==> src/mmrro_pkg.sv <==
// Shared constants, types and helpers for the move, return and rotate execution block
package mmrro_pkg;

	// Widths of the datapath
	localparam int FILE_ADDR_W = 6;
	localparam int PC_W        = 10;
	localparam int LEVEL_W     = 4;
	localparam int STACK_DEPTH = 8;
	localparam int FILE_DEPTH  = 64;

	// APB byte offsets of the control registers
	localparam logic [11:0] OFF_CMD       = 12'h000;
	localparam logic [11:0] OFF_WORK      = 12'h004;
	localparam logic [11:0] OFF_STATUS    = 12'h008;
	localparam logic [11:0] OFF_PC        = 12'h00C;
	localparam logic [11:0] OFF_PUSH      = 12'h010;
	localparam logic [11:0] OFF_TOP       = 12'h014;
	// File registers occupy one word each within this page only
	localparam logic [3:0]  FILE_PAGE     = 4'h1;

	// Command word fields
	localparam int CMD_OP_LSB   = 0;
	localparam int CMD_DIR_BIT  = 4;
	localparam int CMD_ADDR_LSB = 5;
	localparam int CMD_IMM_LSB  = 16;

	// Status register bit positions
	localparam int ST_CARRY_BIT = 0;
	localparam int ST_ZERO_BIT  = 1;
	localparam int ST_GIE_BIT   = 2;

	// Opcodes carried in the command word
	localparam logic [3:0] OP_NOP   = 4'h0;
	localparam logic [3:0] OP_STORE = 4'h1;
	localparam logic [3:0] OP_LDI   = 4'h2;
	localparam logic [3:0] OP_COPY  = 4'h3;
	localparam logic [3:0] OP_RETURN_IRQ_REENABLE = 4'h4;
	localparam logic [3:0] OP_RETLI = 4'h5;
	localparam logic [3:0] OP_ROTL  = 4'h6;

	// Values after reset
	localparam logic [7:0]         RST_WORK  = 8'h00;
	localparam logic [PC_W-1:0]    RST_PC    = 10'h000;
	localparam logic [7:0]         RST_FILE  = 8'h00;
	localparam logic [LEVEL_W-1:0] RST_LEVEL = 4'h0;

	// Sequencer states
	typedef enum {ST_IDLE, ST_RUN, ST_WAIT2, ST_DONE} mmrro_state_t;

	// Rotate left through carry: result in [7:0], carry out in [8]
	function automatic logic [8:0] mmrro_rotl(input logic [7:0] v, input logic c);
		return {v[7], v[6:0], c};
	endfunction : mmrro_rotl

endpackage : mmrro_pkg

==> src/mmrro_file_regs.sv <==
// Sixty-four byte file register space with one write and two read ports
`timescale 1ns/1ns
module mmrro_file_regs
	import mmrro_pkg::*;
(
	// Clock and reset
	input  wire logic                   core_clk,
	input  wire logic                   reset,
	// Write port
	input  wire logic                   wr_en,
	input  wire logic [FILE_ADDR_W-1:0] wr_addr,
	input  wire logic [7:0]             wr_data,
	// Read port for the bus
	input  wire logic [FILE_ADDR_W-1:0] rd_a_addr,
	output      logic [7:0]             rd_a_data,
	// Read port for execution
	input  wire logic [FILE_ADDR_W-1:0] rd_b_addr,
	output      logic [7:0]             rd_b_data
);

	// Storage array
	logic [7:0] mem_r [FILE_DEPTH];

	// Reads are asynchronous so an operand is ready in the execute cycle
	assign rd_a_data = mem_r[rd_a_addr];
	assign rd_b_data = mem_r[rd_b_addr];

	// Single write port, cleared on reset
	always_ff @(posedge core_clk) begin
		if (reset) begin
			for (int i = 0; i < FILE_DEPTH; i++) begin
				mem_r[i] <= RST_FILE;
			end
		end else if (wr_en) begin
			mem_r[wr_addr] <= wr_data;
		end
	end

endmodule : mmrro_file_regs

==> src/mmrro_stack.sv <==
// Return address stack indexed by its level, entry one at the bottom
`timescale 1ns/1ns
module mmrro_stack
	import mmrro_pkg::*;
(
	// Clock and reset
	input  wire logic               core_clk,
	input  wire logic               reset,
	// Control
	input  wire logic               push,
	input  wire logic               pop,
	input  wire logic [PC_W-1:0]    push_data,
	// State
	output      logic [PC_W-1:0]    top,
	output      logic [LEVEL_W-1:0] level,
	output      logic               full
);

	// Entries and level
	logic [PC_W-1:0]    mem_r [1:STACK_DEPTH];
	logic [LEVEL_W-1:0] level_r;
	logic [LEVEL_W-1:0] level_nxt;
	logic               empty;

	assign empty = (level_r == RST_LEVEL);
	assign full  = (level_r == LEVEL_W'(STACK_DEPTH));
	assign level = level_r;
	// Empty stack reads as address zero
	assign top   = empty ? RST_PC : mem_r[level_r];

	// Push beyond the top and pop below the bottom are both ignored
	assign level_nxt = (push && !full)  ? level_r + 4'h1 :
	                   (pop  && !empty) ? level_r - 4'h1 : level_r;

	// Level register
	always_ff @(posedge core_clk) begin
		if (reset) begin
			level_r <= RST_LEVEL;
		end else begin
			level_r <= level_nxt;
		end
	end

	// Entry write on push
	always_ff @(posedge core_clk) begin
		if (reset) begin
			for (int i = 1; i <= STACK_DEPTH; i++) begin
				mem_r[i] <= RST_PC;
			end
		end else if (push && !full) begin
			mem_r[level_r + 4'h1] <= push_data;
		end
	end

endmodule : mmrro_stack

==> src/mmrro_core.sv <==
// Executes moves, returns and rotate-left on commands written over APB
//
// Functional notes
// - Store work register into selected file register
// - Load immediate byte into work register
// - No-op changes nothing, program counter advances
// - Copy file register to work or itself
// - Copy sets zero flag from moved value
// - Return pops counter, sets interrupt enable, two cycles
// - Every return lowers stack level by one, except at level zero where it stays
// - Return with immediate loads work, sets enable
// - Rotate left through carry, only carry changes
// - Rotate result goes to work or file
//
// Decided for this implementation: the register addresses and register access over APB.
`timescale 1ns/1ns
module mmrro_core
	import mmrro_pkg::*;
(
	// Clock and reset
	input  wire logic        core_clk,
	input  wire logic        reset,
	// APB slave
	input  wire logic [11:0] paddr,
	input  wire logic        psel,
	input  wire logic        penable,
	input  wire logic        pwrite,
	input  wire logic [31:0] pwdata,
	input  wire logic [3:0]  pstrb,
	output      logic [31:0] prdata,
	output      logic        pready,
	output      logic        pslverr,
	// Core state for observation
	output      logic [7:0]  work_out,
	output      logic        global_irq_enable,
	output      logic [9:0]  pc_out
);

	// Sequencer
	mmrro_state_t state_r;
	mmrro_state_t state_nxt;

	// Architectural registers
	logic [7:0]      work_r;
	logic [7:0]      work_nxt;
	logic            carry_r;
	logic            carry_nxt;
	logic            zero_r;
	logic            zero_nxt;
	logic            gie_r;
	logic            gie_nxt;
	logic [PC_W-1:0] pc_r;
	logic [PC_W-1:0] pc_nxt;
	logic [31:0]     prdata_r;
	logic [31:0]     prdata_nxt;

	// Bus decode
	logic access;
	logic sel_cmd;
	logic sel_work;
	logic sel_status;
	logic sel_pc;
	logic sel_push;
	logic sel_top;
	logic sel_file;
	logic mapped;
	logic done;
	logic bus_wr;
	logic bus_err;

	// Command fields, held stable by the master through the access phase
	logic [3:0]             op;
	logic                   dir;
	logic [FILE_ADDR_W-1:0] faddr;
	logic [7:0]             imm;
	logic                   op_valid;
	logic                   cmd_ok;
	logic                   run;
	logic                   is_ret;

	// Execution datapath
	logic [7:0]             fr_x;
	logic [7:0]             fr_bus;
	logic [8:0]             rot;
	logic                   fw_en;
	logic [FILE_ADDR_W-1:0] fw_addr;
	logic [7:0]             fw_data;
	logic                   exec_fw;

	// Stack connections
	logic            stk_push;
	logic            stk_pop;
	logic [PC_W-1:0] stk_top;
	logic [3:0]      stk_level;
	logic            stk_full;

	// Address decode, file registers fill the whole page
	assign access     = psel && penable;
	assign sel_cmd    = (paddr == OFF_CMD);
	assign sel_work   = (paddr == OFF_WORK);
	assign sel_status = (paddr == OFF_STATUS);
	assign sel_pc     = (paddr == OFF_PC);
	assign sel_push   = (paddr == OFF_PUSH);
	assign sel_top    = (paddr == OFF_TOP);
	assign sel_file   = (paddr[11:8] == FILE_PAGE) && (paddr[1:0] == 2'h0);
	assign mapped     = sel_cmd || sel_work || sel_status || sel_pc ||
	                    sel_push || sel_top || sel_file;

	// Plain register writes land on the completing edge only
	assign done   = (state_r == ST_DONE);
	assign bus_wr = done && access && pwrite;

	// Command decode
	assign op       = pwdata[CMD_OP_LSB +: 4];
	assign dir      = pwdata[CMD_DIR_BIT];
	assign faddr    = pwdata[CMD_ADDR_LSB +: FILE_ADDR_W];
	assign imm      = pwdata[CMD_IMM_LSB +: 8];
	assign op_valid = (op <= OP_ROTL);
	// A partial command word would run a half-written instruction
	assign cmd_ok   = (pstrb[2:0] == 3'h7) && op_valid;
	assign run      = (state_r == ST_RUN);
	assign is_ret   = (op == OP_RETURN_IRQ_REENABLE) || (op == OP_RETLI);

	// Error answer for unmapped, malformed or overflowing accesses
	assign bus_err = !mapped || (sel_cmd && pwrite && !cmd_ok) ||
	                 (sel_push && pwrite && stk_full);

	// Handshake outputs
	assign pready  = done;
	assign pslverr = done && bus_err;
	assign prdata  = prdata_r;

	// Observation outputs
	assign work_out          = work_r;
	assign global_irq_enable = gie_r;
	assign pc_out            = pc_r;

	assign rot = mmrro_rotl(fr_x, carry_r);

	// copy writes back to itself when dir is one
	// rotate writes file when dir is one
	assign exec_fw = run && ((op == OP_STORE) ||
	                         ((op == OP_COPY) && dir) ||
	                         ((op == OP_ROTL) && dir));
	assign fw_en   = exec_fw || (bus_wr && sel_file && pstrb[0]);
	assign fw_addr = run ? faddr : paddr[7:2];
	assign fw_data = !run              ? pwdata[7:0] :
	                 (op == OP_STORE)  ? work_r :
	                 (op == OP_COPY)   ? fr_x : rot[7:0];

	// each return pops the stack once, unless the stack is already empty
	assign stk_pop  = run && is_ret;
	assign stk_push = bus_wr && sel_push && (pstrb[1:0] == 2'h3);

	// copy into work when dir is zero
	// rotate into work when dir is zero
	assign work_nxt = (run && ((op == OP_LDI) || (op == OP_RETLI))) ? imm :
	                  (run && (op == OP_COPY) && !dir)              ? fr_x :
	                  (run && (op == OP_ROTL) && !dir)              ? rot[7:0] :
	                  (bus_wr && sel_work && pstrb[0])              ? pwdata[7:0] :
	                  work_r;

	assign carry_nxt = (run && (op == OP_ROTL))             ? rot[8] :
	                   (bus_wr && sel_status && pstrb[0])   ? pwdata[ST_CARRY_BIT] :
	                   carry_r;

	// zero flag follows the moved value
	assign zero_nxt = (run && (op == OP_COPY))            ? (fr_x == 8'h00) :
	                  (bus_wr && sel_status && pstrb[0])  ? pwdata[ST_ZERO_BIT] :
	                  zero_r;

	assign gie_nxt = (run && is_ret)                     ? 1'b1 :
	                 (bus_wr && sel_status && pstrb[0])  ? pwdata[ST_GIE_BIT] :
	                 gie_r;

	// counter advances by one for non-returns
	assign pc_nxt = (run && is_ret)                          ? stk_top :
	                run                                      ? pc_r + 10'h001 :
	                (bus_wr && sel_pc && (pstrb[1:0] == 2'h3)) ? pwdata[PC_W-1:0] :
	                pc_r;

	// Read mux, captured one cycle before the answer
	assign prdata_nxt = sel_work   ? {24'h000000, work_r} :
	                    sel_status ? {29'h0000000, gie_r, zero_r, carry_r} :
	                    sel_pc     ? {22'h00000, pc_r} :
	                    sel_push   ? {28'h0000000, stk_level} :
	                    sel_top    ? {22'h00000, stk_top} :
	                    sel_file   ? {24'h000000, fr_bus} : 32'h00000000;

	// Sequencer next state
	always_comb begin
		state_nxt = state_r;
		case (state_r)
			// Wait for an access phase
			ST_IDLE: begin
				if (access) begin
					state_nxt = (pwrite && sel_cmd && cmd_ok) ? ST_RUN : ST_DONE;
				end
			end
			ST_RUN: begin
				state_nxt = is_ret ? ST_WAIT2 : ST_DONE;
			end
			// Second cycle of a return
			ST_WAIT2: begin
				state_nxt = ST_DONE;
			end
			// Answer cycle
			ST_DONE: begin
				state_nxt = ST_IDLE;
			end
			default: begin
				state_nxt = ST_IDLE;
			end
		endcase
	end

	// registers only move through their next-value terms
	always_ff @(posedge core_clk) begin
		if (reset) begin
			state_r <= ST_IDLE;
			work_r  <= RST_WORK;
			carry_r <= 1'b0;
			zero_r  <= 1'b0;
			gie_r   <= 1'b0;
			pc_r    <= RST_PC;
		end else begin
			state_r <= state_nxt;
			work_r  <= work_nxt;
			carry_r <= carry_nxt;
			zero_r  <= zero_nxt;
			gie_r   <= gie_nxt;
			pc_r    <= pc_nxt;
		end
	end

	// Read data register, loaded as a plain access is accepted
	always_ff @(posedge core_clk) begin
		if (reset) begin
			prdata_r <= 32'h00000000;
		end else if (state_r == ST_IDLE && access) begin
			prdata_r <= pwrite ? 32'h00000000 : prdata_nxt;
		end
	end

	// File register space
	mmrro_file_regs u_file (
		.core_clk  (core_clk),
		.reset     (reset),
		.wr_en     (fw_en),
		.wr_addr   (fw_addr),
		.wr_data   (fw_data),
		.rd_a_addr (paddr[7:2]),
		.rd_a_data (fr_bus),
		.rd_b_addr (faddr),
		.rd_b_data (fr_x)
	);

	// Return address stack
	mmrro_stack u_stack (
		.core_clk  (core_clk),
		.reset     (reset),
		.push      (stk_push),
		.pop       (stk_pop),
		.push_data (pwdata[PC_W-1:0]),
		.top       (stk_top),
		.level     (stk_level),
		.full      (stk_full)
	);
endmodule : mmrro_core

==> config.mk <==
export PLATFORM = sky130hd
export DESIGN_NAME = mmrro_core
export DESIGN_NICKNAME = d
export VERILOG_FILES = /design/src/mmrro_pkg.sv /design/src/mmrro_file_regs.sv /design/src/mmrro_stack.sv /design/src/mmrro_core.sv
export SDC_FILE = /design/constraint.sdc
export NUM_CORES = 1
export LEC_CHECK = 0
export BUFFER_PORTS_ARGS = -buffer_cell sky130_fd_sc_hd__buf_2
export CORE_UTILIZATION = 60
export CTS_BUF_LIST = sky130_fd_sc_hd__clkbuf_4 sky130_fd_sc_hd__clkbuf_8
export CTS_CLUSTER_SIZE = 12
export DETAILED_ROUTE_END_ITERATION = 10
export PLACE_DENSITY_LB_ADDON = 0.1
export SYNTH_ARGS = -nofsm -noshare
export SYNTH_HDL_FRONTEND = slang
export SYNTH_SLANG_ARGS = --single-unit
==> constraint.sdc <==
create_clock -name core_clk -period 4.1 [get_ports core_clk]
set_input_delay 0.205 -clock core_clk [delete_from_list [all_inputs] [get_ports core_clk]]
set_output_delay 0.205 -clock core_clk [all_outputs]
set_load 0.01 [all_outputs]
==> summary.txt <==
Outcome
  – Result of the run: finished clean

Floorplanning
  – Horiz. Die Dim: 251 um
  – Core Box Area: 61600 um^2
  – IO Count: 106
  – Initial core utilization: 60.5%
  – Total die area: 63100 um^2
  – FP Rows: 91
  – Die Y: 251 um

Timing
  – Fin Hold WS: 0.0559 ns
  – Final Hold Violating Endpoints: 0
  – Peak Freq: 0.251 GHz
  – Crit path time final: 3.98 ns
  – Worst Clk Skew: 0.0360 ns
  – Final critical-path share of the clock period: 97.1%
  – Fin Setup TNS: 0 ns
  – Normalized max-slew margin: 15.7%
  – Unrepaired setup endpoints after global routing: false
  – Final Slew Violations: 0
  – Worst Tran Pin Value: 1.25 ns
  – Endpoints failing setup: 0

Min path
  – Hold WC Path Type: input port to flop
  – Hold Crit Start: pwdata[4]

Place
  – Dpl cell area: 39000 um^2
  – Post-DP HPWL: 85.8 mm
  – Port Buffers: 69
  – Final Wtd Congestion: 1.03

Synthesis
  – Seq cells post-synth: 713
  – Dominant synthesized flop cell: edfxtp_1
  – Syn_area_per_cell: 13.7 um^2
  – Post-synth EDFFs: 672
  – Mapped cell area: 37300 um^2
  – Mapped Cells: 2718
  – Register area share after synthesis: 56.3%
  – Yosys cell types: 77
  – Async SR Flop Fraction: 0%
  – Yosys warnings: 0

Clock network
  – Skew-Pair Late Insertion Delay: 0.76 ns
  – Num CTS Buffers: 115
  – CTS tree: built
  – Worst-path clk slew: 0.06 ns
  – Clock tree buffer depth: 3
  – H-Tree Depth: 3
  – Root Buffer: clkbuf_8
  – Post-CTS resize count: 0
  – Clock net sink count: 713

Final layout
  – Post-synthesis to final-layout area growth: 11.3%
  – Most frequent cells in the layout: edfxtp_1, nor2_1, mux4_2
  – Share of layout cells above drive strength 1: 26.5%
  – Fillcell total: 4466
  – Core Util, Final: 67.3%
  – Commonest non-fill, non-tap cell in the layout: edfxtp_1
  – Nets: 2916
  – Design area: 41500 um^2

Setup path
  – Crit path cell chain: ha_1 -> nand4_1 -> nor2_1 -> a22oi_1 -> or2_2 -> nor3_2 -> buf_4 -> nand2_1 -> nand2b_1
  – Critical path's top delay family: simple AND/OR/NAND/NOR gates
  – Critical Path RT: 4.47 ns
  – Startpoint type of the worst setup path: flop
  – Crit path DAT: 4.35 ns
  – CP max stage cell: nor3_2
  – Critical path startpoint: state_r[0]$_SDFFE_PP0P_
  – Launching point of the worst reg2reg path: state_r[0]$_SDFFE_PP0P_
  – Critical Path Sink Type: flop
  – WP buf/inv: 1
  – Critical path class: flop to flop
  – Critical Path Fanout Max: 11
  – CP max stage delay: 0.68 ns

Routing
  – WL/cell: 32.3 um
  – First DRT Iteration DRCs: 4046
  – Total Wirelength: 122 mm
  – First-pass DRT Iterations: 6
  – Post-route antenna net violation count: 0
  – Number of remaining DRC errors: 0
  – Via density: 6.97
  – Vias: 26300

Power and ir drop
  – Internal power: 12.2 mW
  – Power density cells: 406 nW/um^2
  – Psw: 4.64 mW
  – Sw Ratio: 27.5%
  – Clock network fraction of total power: 36.6%
  – Overall power: 16.8 mW
  – Sequential share of power: 49.4%
  – Leakage: 14.4 nW
  – Combinational power share: 14.0%
  – Max rail drop VDD: 0.000463 V

Global routing
  – Initial antenna violation count: 5
  – Vias in the first global route: 25500
  – Global router's overall resource usage: 39.3%
  – Largest net degree at the start of global routing: 73
  – First-pass GRT wire length: 177 mm
  – Total gr overflow: 0

Job
  – MaxCap Viol Count: 0
[state kept, by name, indices dropped and copies added (netlist names), named ones only]
| signal | flops |
|---|---|
| carry_r | 1 |
| global_irq_enable | 1 |
| pc_out | 10 |
| prdata | 10 |
| state_r | 2 |
| u_file.mem_r | 512 |
| u_stack.level | 4 |
| u_stack.mem_r | 160 |
| work_out | 8 |
| zero_r | 1 |
[worst paths after layout]
| kind | to | slack (ns) | cells past startpoint |
|---|---|---|---|
| worst min register to register | prdata[2]$_SDFFE_PP0P_ | 0.50 | 2 |
| worst min-delay path | u_stack.mem_r[11][4]$_DFFE_PP_ | 0.06 | 2 |
| worst max register to register | u_file.mem_r[1][1]$_SDFFCE_PN0P_ | 0.12 | 9 |
| worst max-delay path | u_file.mem_r[1][1]$_SDFFCE_PN0P_ | 0.12 | 9 |
[synth_stat cells, types with 13 or more instances]
library cell / count / area share, %
inv_1: 21 / 0.21
nor2b_1: 26 / 0.44
a211oi_1: 16 / 0.32
edfxtp_1: 672 / 54
o22ai_1: 16 / 0.27
nor3_1: 170 / 2.3
nand4_1: 16 / 0.27
a221oi_1: 20 / 0.47
nand2_2: 29 / 0.49
nand3_1: 36 / 0.48
buf_4: 33 / 0.66
nor2_1: 426 / 4.3
a22oi_1: 60 / 1.2
dfxtp_1: 41 / 2.2
or2_2: 13 / 0.22
clkbuf_1: 108 / 1.1
mux2i_1: 72 / 1.9
a21oi_1: 118 / 1.6
mux4_2: 299 / 18
buf_1: 18 / 0.18
buf_2: 69 / 0.93
nand2b_1: 79 / 1.3
nand2_1: 89 / 0.90
o21ai_0: 24 / 0.32
mux2_2: 14 / 0.42
and2_1: 61 / 1.0
[metrics by stage]
| stage | cells | setup WS, ns |
|---|---|---|
| after floorplan | 2739 | 1.02 |
| after global placement | 3553 | 0.166 |
| after detailed placement | 3553 | 0.198 |
| after CTS | 3777 | 0.283 |
| after global routing | 3778 | 0.0843 |
| final | 3778 | 0.120 |
[kinds of logic after synthesis]
logic type | Yosys count | synth area share (%)
flip-flops | 713 | 56.3
multiplexers | 385 | 20.4
AO/OA/AOI/OAI | 336 | 6.22
XOR/XNOR | 10 | 0.235
other | 1 | 0.0101
adder cells (fa/ha/maj) | 12 | 0.403
buffers and inverters | 263 | 3.51
AND/OR/NAND/NOR | 998 | 12.9
[power by group through the flow]
stage               clock network (mW)  registers (mW)  logic [mW]
finish                            6.17            8.31        2.36
global route                      6.47            8.33        2.42
CTS                               6.20            8.31        2.30
detailed placement                   0            8.46        2.28
global placement                     0            8.44        2.26
floorplan                            0            8.40        1.40
[cell type report]
type	instances	area, um^2	share of cell area, %
timing repair buffer	237	1970	4.75
inverter	21	78.8	0.190
sequential	713	21000	50.6
clock inverter	61	437	1.05
clock buffer	145	1830	4.40
multi-input combinational	1763	15100	36.4
antenna	1	2.50	0.00603
tap	837	1050	2.52
[metal layers]
| metal | vias to the layer above | global-route usage [%] | wire [um] |
|---|---|---|---|
| li1 | 10900 | - | - |
| met1 | 13300 | 52.8 | 44400 |
| met2 | 1818 | 61.2 | 57300 |
| met3 | 306 | 8.78 | 13700 |
| met4 | 6 | 19.1 | 6680 |
| met5 | - | 0 | 41 |
[timing repair]
| item | CTS | global route |
|---|---|---|
| hold endpoints to repair | 60 | 0 |
| hold buffers | 18 | 0 |
| setup buffers | 0 | 0 |
No activity file was read; power rests on OpenSTA's default activity.
